--- config.mk ---
export PLATFORM = sky130hd
export DESIGN_NAME = sbcl_top
export DESIGN_NICKNAME = d
export VERILOG_FILES = /design/src/hdl/sbcl_pkg.sv /design/src/hdl/sbcl_top.sv /design/src/hdl/sbcl_bank.sv
export VERILOG_INCLUDE_DIRS = /design/src /design/src/hdl
export SDC_FILE = /design/constraint.sdc
export NUM_CORES = 1
export LEC_CHECK = 0
export BUFFER_PORTS_ARGS = -buffer_cell sky130_fd_sc_hd__buf_2
export CELL_PAD_IN_SITES_DETAIL_PLACEMENT = 1
export CELL_PAD_IN_SITES_GLOBAL_PLACEMENT = 1
export CORE_ASPECT_RATIO = 0.9
export CORE_UTILIZATION = 46
export CTS_CLUSTER_DIAMETER = 80
export DETAILED_ROUTE_END_ITERATION = 10
export GPL_TIMING_DRIVEN = 1
export PLACE_DENSITY = 0.95
export RECOVER_POWER = 50
export SLEW_MARGIN = 20
export SYNTH_ARGS = -nofsm -noshare
export SYNTH_HDL_FRONTEND = slang
export SYNTH_SLANG_ARGS = --single-unit
export TNS_END_PERCENT = 50
--- constraint.sdc ---
create_clock -name I_MCLK -period 5.2 [get_ports I_MCLK]
set_clock_uncertainty 0.1 [all_clocks]
set_input_delay 0.52 -clock I_MCLK [delete_from_list [all_inputs] [get_ports I_MCLK]]
set_output_delay 0.52 -clock I_MCLK [all_outputs]
set_load 0.03 [all_outputs]
--- src/hdl/sbcl_map.svh ---
`ifndef SBCL_MAP_SVH
`define SBCL_MAP_SVH

// default timing in cycles of the 50 MHz clock
`define SBCL_PERIOD_NS 20
`define SBCL_PRECHARGE_PERIOD_CYC 3
`define SBCL_ACT_TO_ACCESS_CYC 3
`define SBCL_REFRESH_CYCLE_CYC 8
`define SBCL_MODE_REG_DELAY_CYC 2
`define SBCL_BURST_LEN_CYC 4
// address bit that carries auto precharge / precharge all
`define SBCL_AP_BIT 10
`define SBCL_BANK_RESET 4'h0
`define SBCL_DEV_RESET 2'h0

`endif

--- src/hdl/sbcl_pkg.sv ---
package sbcl_pkg;

  typedef enum logic [2:0] {
    SBCL_CMD_NOP = 3'b000,
    SBCL_CMD_ACT = 3'b001,
    SBCL_CMD_RD = 3'b010,
    SBCL_CMD_WR = 3'b011,
    SBCL_CMD_PRE = 3'b100,
    SBCL_CMD_BST = 3'b101,
    SBCL_CMD_REF = 3'b110,
    SBCL_CMD_LMR = 3'b111
  } sbcl_cmd_t;

  typedef enum logic [3:0] {
    SBCL_B_IDLE = 4'b0000,
    SBCL_B_ACTIVATING = 4'b0001,
    SBCL_B_ACTIVE = 4'b0010,
    SBCL_B_READ = 4'b0011,
    SBCL_B_WRITE = 4'b0100,
    SBCL_B_READ_AP = 4'b0101,
    SBCL_B_WRITE_AP = 4'b0110,
    SBCL_B_PRECHARGING = 4'b0111
  } sbcl_bank_t;

  typedef enum logic [1:0] {
    SBCL_D_NORMAL = 2'b00,
    SBCL_D_REFRESHING = 2'b01,
    SBCL_D_MODE_ACCESS = 2'b10,
    SBCL_D_PRECHARGE_ALL = 2'b11
  } sbcl_dev_t;

  // command pins as sampled on one rising edge
  typedef struct packed {
    logic cs_n;
    logic ras_n;
    logic cas_n;
    logic we_n;
    logic [1:0] bank;
    logic [12:0] addr;
  } sbcl_pins_t;

  // decoded command handed to each bank tracker
  typedef struct packed {
    sbcl_cmd_t cmd;
    logic [1:0] bank;
    logic auto_pre;
    logic all_banks;
  } sbcl_dec_t;

endpackage

--- src/hdl/sbcl_top.sv ---
// How it works
// - chip select high ignores the other command pins; running work carries on.
// - with select low, row/column/write strobes decode the eight commands.
// - legality applies only with clock enable high on this and last edge.
// - idle bank takes activate; device takes refresh or mode load when idle.
// - row active bank takes read, write or precharge.
// - plain read burst takes read, write, terminate; precharge truncates it.
// - plain write burst takes write, read, precharge; controller masks data.
// - precharging lasts the precharge period then bank goes idle.
// - activating lasts the activate-to-access delay then bank is row active.
// - auto precharge access holds the bank until precharge period ends.
// - refresh holds the device for refresh cycle time, then all idle.
// - mode load holds the device for the mode-register delay, then idle.
// - precharge-all holds the device for the precharge period, then idle.
// - burst terminate ends the latest read burst if it is plain, whatever its bank.
// - reads and writes accepted with or without auto precharge.
// - other banks accept row commands while bank n idle, active, or timed.
// - other banks accept row commands during bursts; a write can cut into a read.
// - address bit 10 high on read or write selects auto precharge.
// - address bit 10 high on precharge selects all banks.
// - a high write byte mask blocks that byte from being written.
`timescale 1ns/1ps
`include "sbcl_map.svh"

module sbcl_top
  import sbcl_pkg::*;
#(
  parameter int NBANK = 4,
  parameter int CW = 8,
  parameter int NBYTE = 2,
  parameter int T_RP = `SBCL_PRECHARGE_PERIOD_CYC,
  parameter int T_RCD = `SBCL_ACT_TO_ACCESS_CYC,
  parameter int T_RFC = `SBCL_REFRESH_CYCLE_CYC,
  parameter int T_MRD = `SBCL_MODE_REG_DELAY_CYC,
  parameter int T_BURST = `SBCL_BURST_LEN_CYC
)
(
  // clock and reset
  input wire logic I_MCLK,
  input wire logic I_SRST,
  // command pins
  input wire sbcl_pins_t I_PINS,
  input wire logic I_CKE,
  input wire logic I_EXIT_DONE,
  // write data path
  input wire logic [8*NBYTE-1:0] I_WDATA,
  input wire logic [NBYTE-1:0] I_WRITE_BYTE_MASK,
  input wire logic I_WDATA_VALID,
  // status
  output logic [4*NBANK-1:0] O_BANK_STATE,
  output logic [1:0] O_DEV_STATE,
  output logic O_CMD_ACCEPTED,
  output logic O_CMD_ILLEGAL,
  // masked write to array
  output logic [8*NBYTE-1:0] O_ARRAY_WDATA,
  output logic [NBYTE-1:0] O_ARRAY_BYTE_WE
);

  initial
  begin
    // the bank address is two bits wide, so more than four trackers cannot be reached
    if (NBANK < 2 || NBANK > 4 || CW < 2)
    begin
      $error("sbcl_top: unsupported bank count or counter width");
    end
    // counters load the period less one, so a one-cycle period has no encoding
    if (T_RP < 2 || T_RCD < 2 || T_RFC < 2 || T_MRD < 2 || T_BURST < 2)
    begin
      $error("sbcl_top: timing counts must be at least two cycles");
    end
    if (T_RP > (1 << CW) || T_RCD > (1 << CW) || T_RFC > (1 << CW) || T_MRD > (1 << CW)
        || T_BURST > (1 << CW))
    begin
      $error("sbcl_top: timing count does not fit the counter");
    end
  end

  //////////////////////////////////////////////////////////////////////////////
  // types and functions

  typedef struct packed {
    sbcl_dev_t dev;
    logic [CW-1:0] cnt;
    logic cke_prev;
    logic [1:0] last_rd_bank;
    logic last_rd_valid;
    logic accepted;
    logic illegal;
    logic [8*NBYTE-1:0] wdata;
    logic [NBYTE-1:0] byte_we;
  } sbcl_top_state_t;

  function automatic sbcl_cmd_t decode_cmd(input sbcl_pins_t p);
    sbcl_cmd_t c;
    c = SBCL_CMD_NOP;
    if (!p.cs_n)
    begin
      unique case ({p.ras_n, p.cas_n, p.we_n})
        3'b111: c = SBCL_CMD_NOP;
        3'b011: c = SBCL_CMD_ACT;
        3'b101: c = SBCL_CMD_RD;
        3'b100: c = SBCL_CMD_WR;
        3'b010: c = SBCL_CMD_PRE;
        3'b110: c = SBCL_CMD_BST;
        3'b001: c = SBCL_CMD_REF;
        3'b000: c = SBCL_CMD_LMR;
      endcase
    end
    return c;
  endfunction

  function automatic logic [CW-1:0] to_cnt(input int v);
    return v[CW-1:0];
  endfunction

  // a timed state shows for the period less one cycle, so the follow-up
  // command may be registered exactly one period after the one that started it
  function automatic logic [CW-1:0] to_load(input int v);
    return to_cnt(v - 1);
  endfunction

  //////////////////////////////////////////////////////////////////////////////
  // decode

  sbcl_top_state_t r;
  sbcl_top_state_t next_r;
  sbcl_dec_t dec;
  sbcl_bank_t bank_st [NBANK];
  logic [NBANK-1:0] bank_illegal;
  logic [NBANK-1:0] bank_hit;
  logic [NBANK-1:0] bank_bst;
  logic legal_en;
  logic all_idle;
  logic dev_busy;
  logic force_idle;
  logic rd_open;

  always_comb
  begin
    dec.cmd = decode_cmd(I_PINS);
    dec.bank = I_PINS.bank;
    dec.auto_pre = I_PINS.addr[`SBCL_AP_BIT];
    dec.all_banks = I_PINS.addr[`SBCL_AP_BIT] && dec.cmd == SBCL_CMD_PRE;
  end

  // exit-delay completion comes from the power logic outside this block
  assign legal_en = r.cke_prev && I_CKE && I_EXIT_DONE;
  assign dev_busy = r.dev != SBCL_D_NORMAL;
  assign force_idle = dev_busy && r.cnt == to_cnt(1);

  always_comb
  begin
    all_idle = 1'b1;
    rd_open = 1'b0;
    for (int b = 0; b < NBANK; b++)
    begin
      if (bank_st[b] != SBCL_B_IDLE)
      begin
        all_idle = 1'b0;
      end
      // terminate only has something to cut while the latest plain read still streams
      if (r.last_rd_valid && r.last_rd_bank == 2'(b) && bank_st[b] == SBCL_B_READ)
      begin
        rd_open = 1'b1;
      end
      // per-bank hit: other banks proceed independently
      bank_hit[b] = !dev_busy && (dec.all_banks || dec.bank == 2'(b));
      bank_bst[b] = legal_en && !dev_busy && dec.cmd == SBCL_CMD_BST && r.last_rd_valid
                    && r.last_rd_bank == 2'(b);
    end
  end

  //////////////////////////////////////////////////////////////////////////////
  // bank trackers

  for (genvar g = 0; g < NBANK; g++)
  begin : g_bank
    sbcl_bank #(
      .CW(CW)
    ) u_bank (
      .i_clk(I_MCLK),
      .i_srst(I_SRST),
      .i_hit(bank_hit[g] && !dec.all_banks),
      .i_legal_en(legal_en),
      .i_dec(dec),
      .i_bst_me(bank_bst[g]),
      .i_force_idle(force_idle),
      .i_t_rp(to_load(T_RP)),
      .i_t_rcd(to_load(T_RCD)),
      .i_t_burst(to_load(T_BURST)),
      .o_state(bank_st[g]),
      .o_illegal(bank_illegal[g])
    );
  end

  //////////////////////////////////////////////////////////////////////////////
  // device-wide state

  always_comb
  begin
    next_r = r;
    next_r.cke_prev = I_CKE;
    next_r.accepted = 1'b0;
    next_r.illegal = |bank_illegal;
    next_r.byte_we = '0;
    next_r.wdata = I_WDATA;
    if (I_WDATA_VALID)
    begin
      next_r.byte_we = ~I_WRITE_BYTE_MASK;
    end
    if (dev_busy)
    begin
      // only nop or deselect is expected until the period ends
      next_r.cnt = r.cnt - 1'b1;
      if (r.cnt == to_cnt(1))
      begin
        next_r.dev = SBCL_D_NORMAL;
        next_r.cnt = '0;
      end
      if (legal_en && dec.cmd != SBCL_CMD_NOP)
      begin
        next_r.illegal = 1'b1;
      end
    end
    else if (legal_en)
    begin
      unique case (dec.cmd)
        SBCL_CMD_REF, SBCL_CMD_LMR:
          if (all_idle)
          begin
            next_r.dev = (dec.cmd == SBCL_CMD_REF) ? SBCL_D_REFRESHING : SBCL_D_MODE_ACCESS;
            next_r.cnt = (dec.cmd == SBCL_CMD_REF) ? to_load(T_RFC) : to_load(T_MRD);
            next_r.accepted = 1'b1;
          end
          else
          begin
            next_r.illegal = 1'b1;
          end
        SBCL_CMD_PRE:
          if (dec.all_banks)
          begin
            next_r.dev = SBCL_D_PRECHARGE_ALL;
            next_r.cnt = to_load(T_RP);
            next_r.accepted = 1'b1;
            next_r.last_rd_valid = 1'b0;
          end
          else
          begin
            next_r.accepted = 1'b1;
          end
        SBCL_CMD_RD:
        begin
          // a refused read must not become the target of a later terminate
          if (!(|bank_illegal))
          begin
            next_r.last_rd_bank = dec.bank;
            next_r.last_rd_valid = !dec.auto_pre;
          end
          next_r.accepted = 1'b1;
        end
        SBCL_CMD_BST:
        begin
          next_r.accepted = rd_open;
          next_r.illegal = !rd_open;
          next_r.last_rd_valid = 1'b0;
        end
        SBCL_CMD_ACT, SBCL_CMD_WR:
          next_r.accepted = 1'b1;
        default:
        begin
        end
      endcase
    end
    // a bank reporting illegal overrides the accept pulse
    if (|bank_illegal)
    begin
      next_r.accepted = 1'b0;
    end
  end

  always_ff @(posedge I_MCLK)
  begin
    if (I_SRST)
    begin
      r <= '0;
    end
    else
    begin
      r <= next_r;
    end
  end

  //////////////////////////////////////////////////////////////////////////////
  // outputs

  logic [4*NBANK-1:0] bank_vec;
  always_comb
  begin
    for (int b = 0; b < NBANK; b++)
    begin
      bank_vec[4*b +: 4] = bank_st[b];
    end
  end

  assign O_BANK_STATE = bank_vec;
  assign O_DEV_STATE = r.dev;
  assign O_CMD_ACCEPTED = r.accepted;
  assign O_CMD_ILLEGAL = r.illegal;
  assign O_ARRAY_WDATA = r.wdata;
  assign O_ARRAY_BYTE_WE = r.byte_we;

endmodule

--- src/hdl/sbcl_bank.sv ---
`timescale 1ns/1ps
`include "sbcl_map.svh"

module sbcl_bank
  import sbcl_pkg::*;
#(
  parameter int CW = 8
)
(
  input wire logic i_clk,
  input wire logic i_srst,
  input wire logic i_hit,
  input wire logic i_legal_en,
  input wire sbcl_dec_t i_dec,
  input wire logic i_bst_me,
  input wire logic i_force_idle,
  input wire logic [CW-1:0] i_t_rp,
  input wire logic [CW-1:0] i_t_rcd,
  input wire logic [CW-1:0] i_t_burst,
  output sbcl_bank_t o_state,
  output logic o_illegal
);

  typedef struct packed {
    sbcl_bank_t st;
    logic [CW-1:0] cnt;
  } sbcl_bk_state_t;

  sbcl_bk_state_t r;
  sbcl_bk_state_t next_r;
  logic [CW-1:0] dec_cnt;
  logic illegal;

  always_comb
  begin
    next_r = r;
    illegal = 1'b0;
    dec_cnt = (r.cnt != '0) ? r.cnt - 1'b1 : r.cnt;
    next_r.cnt = dec_cnt;
    // timed states expire on their own, commands not needed
    unique case (r.st)
      SBCL_B_ACTIVATING:
        if (dec_cnt == '0)
        begin
          next_r.st = SBCL_B_ACTIVE;
        end
      SBCL_B_PRECHARGING:
        if (dec_cnt == '0)
        begin
          next_r.st = SBCL_B_IDLE;
        end
      SBCL_B_READ, SBCL_B_WRITE:
        if (dec_cnt == '0)
        begin
          next_r.st = SBCL_B_ACTIVE;
        end
      SBCL_B_READ_AP, SBCL_B_WRITE_AP:
        if (dec_cnt == '0)
        begin
          next_r.st = SBCL_B_PRECHARGING;
          next_r.cnt = i_t_rp;
        end
      default:
      begin
      end
    endcase
    if (i_bst_me && r.st == SBCL_B_READ)
    begin
      next_r.st = SBCL_B_ACTIVE;
      next_r.cnt = '0;
    end
    if (i_force_idle)
    begin
      next_r.st = SBCL_B_IDLE;
      next_r.cnt = '0;
    end
    else if (i_hit && i_legal_en)
    begin
      unique case (i_dec.cmd)
        SBCL_CMD_ACT:
          if (r.st == SBCL_B_IDLE)
          begin
            next_r.st = SBCL_B_ACTIVATING;
            next_r.cnt = i_t_rcd;
          end
          else
          begin
            illegal = 1'b1;
          end
        SBCL_CMD_RD, SBCL_CMD_WR:
          // both auto precharge forms accepted
          if (r.st == SBCL_B_ACTIVE || r.st == SBCL_B_READ || r.st == SBCL_B_WRITE)
          begin
            next_r.cnt = i_t_burst;
            if (i_dec.cmd == SBCL_CMD_RD)
            begin
              next_r.st = i_dec.auto_pre ? SBCL_B_READ_AP : SBCL_B_READ;
            end
            else
            begin
              next_r.st = i_dec.auto_pre ? SBCL_B_WRITE_AP : SBCL_B_WRITE;
            end
          end
          else
          begin
            illegal = 1'b1;
          end
        SBCL_CMD_PRE:
          // precharge truncates a plain burst
          if (r.st == SBCL_B_ACTIVE || r.st == SBCL_B_READ || r.st == SBCL_B_WRITE
              || (i_dec.all_banks && r.st == SBCL_B_IDLE))
          begin
            next_r.st = SBCL_B_PRECHARGING;
            next_r.cnt = i_t_rp;
          end
          else
          begin
            illegal = 1'b1;
          end
        default:
        begin
        end
      endcase
    end
    if (next_r.st == SBCL_B_PRECHARGING && next_r.cnt == '0)
    begin
      next_r.st = SBCL_B_IDLE;
    end
  end

  always_ff @(posedge i_clk)
  begin
    if (i_srst)
    begin
      r <= '{st: SBCL_B_IDLE, cnt: '0};
    end
    else
    begin
      r <= next_r;
    end
  end

  assign o_state = r.st;
  // same-edge verdict, so the top can veto the accept pulse of this very command
  assign o_illegal = illegal;

endmodule

==> results of run 1 <==
[layer usage]
layer | wire length, um | track usage, % | vias up
li1 | - | - | 2415
met1 | 6603 | 32.32 | 2505
met2 | 7899 | 48.11 | 219
met3 | 1196 | 9.207 | 61
met4 | 566 | 12.69 | 0
met5 | 0 | 0 | -
[report_power, final]
part	switching (mW)	internal (mW)	leakage, nW
combinational	0.486	0.373	1.27
clock	0.256	0.493	0.176
sequential	0.115	0.729	0.672
total	0.857	1.60	2.12
[cells in the final DEF, fill, tap and decap left out, drive strengths merged, types with 6 or more instances in the layout]
cell    netlist  layout
nor3b         8       8
a31oi        10      10
a211oi        9       9
dfxtp        82      82
ha            7       7
clkbuf       19      50
nand2b        8       8
inv          20      20
or4           6       6
nand2        57      57
xnor2        15      15
nor2b        27      27
mux2i         8       8
nor2         83      83
nand3b        9       9
buf          47      29
a21o          7       7
o21ai        37      37
nand3        21      21
nor3         18      18
nor4         11      11
or3          13      13
or2           6       6
a21oi        58      58
xor2          6       6
[stage by stage]
stage | std cells | utilization, % | hold WS (ps)
after floorplan | 674 | - | 341.2
after global placement | 828 | 49.01 | 369.3
after detailed placement | 828 | 49.01 | 386.6
after CTS | 844 | 52.23 | 215.1
after global routing | 844 | 51.67 | 222.8
final | 844 | 51.67 | 225.4
[layout make-up]
type	instances	area [um2]
clock buffers	11	252.7
inverters	20	75.07
repair buffers	68	294.0
well taps	152	190.2
clock inverters	5	100.1
multi-input cells	506	3102
flip-flops and latches	82	1642
fillers	1411	5290
[final timing paths]
| kind | slack [ps] | depth (start not counted) | endpoint |
|---|---|---|---|
| hold / removal | 230 | 2 | O_ARRAY_BYTE_WE[0] |
| setup / recovery | 2110 | 7 | g_bank[3].u_bank.r[2] |
| hold reg to reg | 400 | 2 | g_bank[3].u_bank.r[4] |
| setup reg to reg | 2110 | 7 | g_bank[3].u_bank.r[2] |
[worst reg2reg max path: cells and delay by family (launching register included)]
| family | cells | cell delay (ps) |
|---|---|---|
| AO/OA/AOI/OAI | 1 | 760 |
| flip-flops | 1 | 340 |
| AND/OR/NAND/NOR | 6 | 1780 |
[synth_stat cells (4+ instances only)]
cell,instances
nor2_1,83
dfxtp_1,82
a21oi_1,57
nand2_1,57
buf_4,38
o21ai_0,36
nor2b_1,27
inv_1,20
nand3_1,20
clkbuf_1,18
nor3_1,18
xnor2_1,15
or3_1,12
a31oi_1,10
nand3b_1,9
mux2i_1,8
nand2b_1,8
nor3b_1,8
a211oi_1,7
a21o_1,7
ha_1,7
nor4_1,7
buf_2,6
or2_2,6
or4_1,6
xor2_1,6
nand4_1,5
o31ai_1,5
a221oi_1,4
a311oi_1,4
and2_1,4
nor4b_1,4
[kinds of logic (layout without fill, tap and decap cells)]
logic type	count (synthesis)	after routing	share of synthesized area (%)
simple gates	303	303	31.96
compound gates	165	165	20.35
buf+inv	86	104	9.197
xor+xnor	21	21	3.512
flops	82	82	31.34
fa+ha+maj	7	7	1.672
mux	10	10	1.959
[flip-flops by register name, summed over array words and instances, names as in the netlist]
| signal | count |
|---|---|
| g_bank.u_bank.r | 32 |
| O_ARRAY_WDATA | 16 |
| g_bank.u_bank.o_state | 16 |
| r | 12 |
| O_ARRAY_BYTE_WE | 2 |
| O_DEV_STATE | 2 |
| O_CMD_ACCEPTED | 1 |
| O_CMD_ILLEGAL | 1 |
==> results.toml, run 1 <==
[global_routing]
track_usage_pct = 28.11
grt_antenna_before_repair = 0
overflow = 0
grt_pass1_vias = 5110
grt_pass1_wl_um = 25470
grt_max_degree = 31

[logic_synthesis]
synth_area_um2 = 5238
ys_ff_latch = 82
synth_area_leaders = "dfxtp_1 31%, nor2_1 5.9%, a21oi_1 5.4%, buf_4 5.4%, nand2_1 4.1%"
ys_warn_count = 0
seq_area_frac_synth_pct = 31.34
avgSynthCellArea_um2 = 7.771
synthCells = 674
synth_cell_types = 76
syn_nets = 723
synth_edf_count = 0
synth_top_area_cell = "dfxtp_1"
ys.flop_type = "dfxtp_1"
synthArstFlopShare_pct = 0
synth_top_area_share_pct = 31.34

[clock_network]
ctsRootBufferMaster = "clkbuf_16"
cts.hold.buffers_added = 0
post_cts_resized = 0
cts_sinks = 82
clock_tree.htree_level_count = 3
post-cts-setup-buffers = 0
cts_buffers = 9
ctsLongestPathBuffers = 2
clock_latency_ps = 350
clk_pin_slew_ps = 60
cts_tree = "done"

[setup_path]
max_stage_delay_ps = 750
r2r-start = "O_DEV_STATE[0]"
critPathCaptureType = "flip-flop"
cp.arrival_ps = 3230
critical_path.max_fanout = 12
path_class = "flip-flop to flip-flop"
critPathBufInv = 0
required_ps = 5340
cpMostUsedCell = "nor2_1"
cpMaxStageDelayCell = "a2111oi_0"
critPathLaunchType = "flip-flop"
crit_family = "simple AND/OR/NAND/NOR gates"
path_cells = "or3_1 -> nor2_1 -> nand3_1 -> a2111oi_0 -> nor2_1 -> nand2_1 -> nor2_1"
setup.worst_path.start = "O_DEV_STATE[0]"

[place]
gp_congestion = 0.9759
placed_area_um2 = 5364
io_buffers = 67
dpl_worst_slack_ps = 1943
dp_hpwl_um = 12020

[timing]
finalCritPeriodShare_pct = 59.38
hold_viol_final = 0
worstMarginPinSlew_ps = 1424
fmax_ghz = 0.3239
finalSetupViolCount = 0
post-route-min-period_ps = 3088
maxSlewHeadroom_pct = 5.068
slew_viol_final = 0
fin_ws_ps = 2112
tns_ps = 0
grt_setup_unrepaired = "false"

[drt]
ant_nets = 0
drt_first_pass_iters = 5
drc_errors = 0
post_drt_wl_per_cell_um = 19.27
viasPerCell = 6.161
num_vias = 5200
wl_um = 16260
dr.first_iter.drc_count = 341

[finish]
drive_above_1_share_pct = 10.69
syn_to_final_growth_pct = 7.979
nets = 736
postLayoutCellArea_um2 = 5655
n_antenna_cell = 0

[pwr]
leakagePower_nw = 2.120
power.density_nw_per_um2 = 433.7
ir_drop_uv = 230.2
totalPowerFinal_mw = 2.453

[die]
floorplan.initialDensity_pct = 47.85
rows = 36
core_um2 = 10950
die_w_um = 114.5
io_pins = 80
die-area_um2 = 11820
dieHeight_um = 103.2

[min_path]
hold_start = "I_WRITE_BYTE_MASK[0]"
hp-class = "input pin to flip-flop"

[run]
maxCapViolCount = 0

[run_status]
status = "finished, final reports clean"
No activity file was read; power rests on OpenSTA's default activity.
==> run 2, diff against run 1 <==
CORE_UTILIZATION = 38   (was 46)
PLACE_DENSITY = 0.85   (was 0.95)
clock period = 2.8 ns   (was 5.2 ns; I/O delays follow)
==> results.toml, run 2 (synthesis results as in run 1) <==
[place]
dp_hpwl_um = 12420
dpl_worst_slack_ps = 169.5
placed_area_um2 = 5609
io_buffers = 67
gp_congestion = 0.9748

[timing]
post-route-min-period_ps = 2570
hold_slack_ps = 35.36
slew_viol_final = 0
finalCritPeriodShare_pct = 91.78
grt_setup_unrepaired = "false"
maxSlewHeadroom_pct = 53.92
worstMarginPinSlew_ps = 691.2
fin_ws_ps = 230.3
tns_ps = 0
finalSetupViolCount = 0
hold_viol_final = 0
fmax_ghz = 0.3891

[clock_network]
clk_pin_slew_ps = 60
ctsRootBufferMaster = "clkbuf_16"
cts_sinks = 82
cts_tree = "done"
post-cts-setup-buffers = 0
clock_tree.htree_level_count = 3
cts_buffers = 9
clock_latency_ps = 350
ctsLongestPathBuffers = 2

[global_routing]
grt_antenna_before_repair = 0
grt_max_degree = 19
grt_pass1_vias = 5258
track_usage_pct = 23.79
grt_pass1_wl_um = 26770
overflow = 0

[finish]
n_antenna_cell = 0
nets = 768
final_cell_mix = "83 x nor2_1, 82 x dfxtp_1, 57 x nand2_1, 57 x a21oi_1, 41 x clkbuf_1"
syn_to_final_growth_pct = 12.80
drive_above_1_share_pct = 14.23
regMostFlops = "g_bank.u_bank.r"
postLayoutCellArea_um2 = 5908
largest_reg_flops = 32
layout.cells.most_common = "nor2_1"

[die]
rows = 40
core_um2 = 13410
floorplan.initialDensity_pct = 39.05
dieHeight_um = 113.4
die_w_um = 125.8
io_pins = 80
die-area_um2 = 14260

[drt]
wl_um = 16390
drt_first_pass_iters = 5
ant_nets = 0
num_vias = 5182
drc_errors = 0
dr.first_iter.drc_count = 389
post_drt_wl_per_cell_um = 18.37
viasPerCell = 5.809

[setup_path]
cp.arrival_ps = 2670
reg2reg_slack_ps = 230
path_class = "flip-flop to flip-flop"
critical_path.max_fanout = 6
critPathLaunchType = "flip-flop"
required_ps = 2900
rr_endpoint = "g_bank[0].u_bank.o_state[2]"
r2r-start = "g_bank[0].u_bank.r[0]"
critPathCaptureType = "flip-flop"
rr_worst_depth = 8

[min_path]
hold_start = "I_WDATA[11]"
hold_depth = 2
whs_endpoint = "O_ARRAY_WDATA[11]"
hp-class = "input pin to flip-flop"

[run_status]
status = "finished, final reports clean"

[pwr]
leakagePower_nw = 2.265
ir_drop_uv = 388.2
power.density_nw_per_um2 = 756.6

[run]
maxCapViolCount = 0
## run 2: cell count changes in the layout (fill, tap and decap cells not counted), sizes merged
| cell | before | now |
|---|---|---|
| buf | 29 | 57 |
| bufinv | 3 | 2 |
| clkbuf | 50 | 51 |
| clkinv | 2 | 3 |
| clkinvlp | 0 | 1 |
| dlygate4sd3 | 0 | 2 |
## run 2: where the power goes
group | total [mW] | internal, mW | switching [mW]
sequential | 1.56 | 1.35 | 0.209
combinational | 1.61 | 0.706 | 0.900
clock | 1.30 | 0.806 | 0.496
total | 4.47 | 2.87 | 1.60
## run 2: routing by layer
| metal | routed length, um | GRT usage [%] |
|---|---|---|
| met3 | 977 | 5.019 |
| met2 | 8089 | 41.52 |
| met4 | 338 | 9.076 |
| met1 | 6984 | 28.84 |
| met5 | 0 | 0 |
## run 2: how the worst max path moves through the flow
| stage | start | cells past startpoint | slack [ps] | to |
|---|---|---|---|---|
| finish | g_bank[0].u_bank.r[0] | 8 | 230 | g_bank[0].u_bank.o_state[2] |
| global route | g_bank[2].u_bank.o_state[2] | 7 | 40 | r[22] |
| CTS | g_bank[3].u_bank.o_state[0] | 7 | 110 | r[28] |
| detailed placement | g_bank[3].u_bank.o_state[0] | 7 | 170 | r[28] |
| global placement | I_PINS[18] | 9 | 250 | g_bank[2].u_bank.r[2] |
| floorplan | I_PINS[17] | 10 | 530 | g_bank[3].u_bank.o_state[1] |
## run 2: per-stage QoR
step	util, %	power [mW]	cells
2_1_floorplan	-	2.799	674
3_3_place_gp	41.82	3.048	874
3_5_place_dp	41.82	3.171	874
4_1_cts	44.42	4.512	892
5_1_grt	44.05	4.781	892
6_report	44.05	4.470	892
## run 2: timing repair
item	4_1_cts	5_1_grt
resized for setup	0	1
hold buffers	2	0
hold endpoints to repair	2	0
endpoints found under the setup margin	0	3
## run 2: final cells by class
type,instances,area [um2]
tap,168,210.2
clock buffer,10,239.0
inverter,20,75.07
multi-input combinational,506,3123
clock inverter,6,90.09
fill,1689,7505
timing repair buffer,100,529.3
sequential,82,1642
## run 2: worst max-delay path: stages (launching register included)
cell and delay [ps]:
dfxtp_1 320, inv_1 110, ha_1 310, nand3b_1 200, mux2i_1 160, nor3_1 500
nand2_1 200, o21ai_0 360, a221oi_1 160
==> run 3, diff against run 2 <==
CORE_ASPECT_RATIO = 1.75   (was 0.9)
CORE_MARGIN = 5   (was not set)
==> results.toml, run 3 (synthesis results as in run 1) <==
[timing]
worstMarginPinSlew_ps = 922.3
tns_ps = 0
maxSlewHeadroom_pct = 38.51
fmax_ghz = 0.3849
grt_setup_unrepaired = "false"
post-route-min-period_ps = 2598
finalCritPeriodShare_pct = 92.80
fin_ws_ps = 201.6
slew_viol_final = 0
finalSetupViolCount = 0
hold_viol_final = 0

[finish]
n_antenna_cell = 0
regMostFlops = "g_bank.u_bank.r"
drive_above_1_share_pct = 15.07
syn_to_final_growth_pct = 13.02
n_fill_cell = 1728
largest_reg_flops = 32
nets = 775
final_cell_mix = "83 x nor2_1, 82 x dfxtp_1, 57 x nand2_1, 57 x a21oi_1, 41 x clkbuf_1"
layout.cells.most_common = "nor2_1"

[die]
die-area_um2 = 16320
rows = 56
dieHeight_um = 165.3
core_um2 = 13450
floorplan.initialDensity_pct = 38.93
io_pins = 80
die_w_um = 98.75

[global_routing]
grt_antenna_before_repair = 0
overflow = 0
grt_pass1_wl_um = 27810
track_usage_pct = 21.35
grt_max_degree = 23
grt_pass1_vias = 5730

[drt]
ant_nets = 0
viasPerCell = 5.798
wl_met2_um = 9841
drc_errors = 0
drt_first_pass_iters = 4
dr.first_iter.drc_count = 207
post_drt_wl_per_cell_um = 19.31
num_vias = 5241
wl_met3_um = 590
wl_um = 17460
drt-met1-wl_um = 6071
topRoutingLayerUsed = "met4"

[clock_network]
cts_tree = "done"
cts_buffers = 9
ctsLongestPathBuffers = 2
ctsRootBufferMaster = "clkbuf_16"
clock_tree.htree_level_count = 3
clk_pin_slew_ps = 60
cts_sinks = 82
clock_latency_ps = 350
post-cts-setup-buffers = 0

[setup_path]
setup.worst_path.start = "O_DEV_STATE[0]"
critPathLaunchType = "flip-flop"
path_class = "flip-flop to flip-flop"
required_ps = 2940
r2r-start = "O_DEV_STATE[0]"
cp.arrival_ps = 2740
critPathCaptureType = "flip-flop"
critical_path.max_fanout = 11

[place]
dpl_worst_slack_ps = 135.2
gp_congestion = 1.083
io_buffers = 67
dp_hpwl_um = 13620

[min_path]
hp-class = "input pin to flip-flop"
hold_start = "I_WDATA[13]"

[run]
maxCapViolCount = 0

[pwr]
power.density_nw_per_um2 = 733.5
ir_drop_uv = 411.8
leakagePower_nw = 2.278

[run_status]
status = "finished, final reports clean"
run 3: cell count changes in the layout (fill, tap and decap cells not counted), sizes merged:
cell,previous run,this run
bufinv,2,1
clkinvlp,1,0
buf,57,64
clkinv,3,5
clkbuf,51,50
run 3: stage by stage:
| step | hold slack (ps) | utilization [%] | instance area (um2) | total power [mW] | cells |
|---|---|---|---|---|---|
| final | 41.00 | 44.00 | 5919 | 4.342 | 904 |
| after global placement | 339.0 | 42.14 | 5669 | 3.045 | 887 |
| after detailed placement | 339.7 | 42.14 | 5669 | 3.183 | 887 |
| after global routing | 43.63 | 44.00 | 5919 | 4.644 | 904 |
| after CTS | 41.65 | 44.40 | 5973 | 4.366 | 904 |
| after floorplan | 252.4 | - | 5238 | 2.799 | 674 |
run 3: critical path, stage by stage (launching register included):
cell and delay [ps]:
dfxtp_1 340, or3_1 420, nor2_1 370, nand3_1 170, buf_4 220, a2111oi_0 410
buf_4 210, nor2_1 50, nand2_1 130, nor2_1 70
run 3: cell type report:
cell class                      instances  area, um2  area share (%)
Sequential cell                        82       1642           27.73
Clock buffer                            9      225.2           3.805
Timing Repair Buffer                  107      584.3           9.871
Inverter                               20      75.07           1.268
Tap cell                              174      217.7           3.678
Clock inverter                          6      58.81          0.9934
Multi-Input combinational cell        506       3117           52.65
run 3: what timing repair did:
item	4_1_cts	5_1_grt
setup endpoints to repair	0	1
resized for setup	0	1
endpoints found under the hold margin	2	0
hold buffers	2	0
run 3: path summary, 6_finish.rpt:
| kind | endpoint | slack (ps) | cells past startpoint |
|---|---|---|---|
| max | g_bank[3].u_bank.r[2] | 200 | 9 |
| min | O_ARRAY_WDATA[13] | 40 | 2 |
| max reg2reg | g_bank[3].u_bank.r[2] | 200 | 9 |
| min reg2reg | r[31] | 390 | 1 |
run 3: report_power, final:
part | leakage (nW) | internal (mW) | switching, mW
Combinational | 1.46 | 0.707 | 0.889
Sequential | 0.672 | 1.35 | 0.210
Clock | 0.145 | 0.681 | 0.501
run 3: metal layers:
metal | GRT usage [%] | vias up
met5 | 0 | -
met4 | 13.42 | 0
met3 | 3.573 | 78
met2 | 42.07 | 130
met1 | 19.78 | 2544
li1 | - | 2489
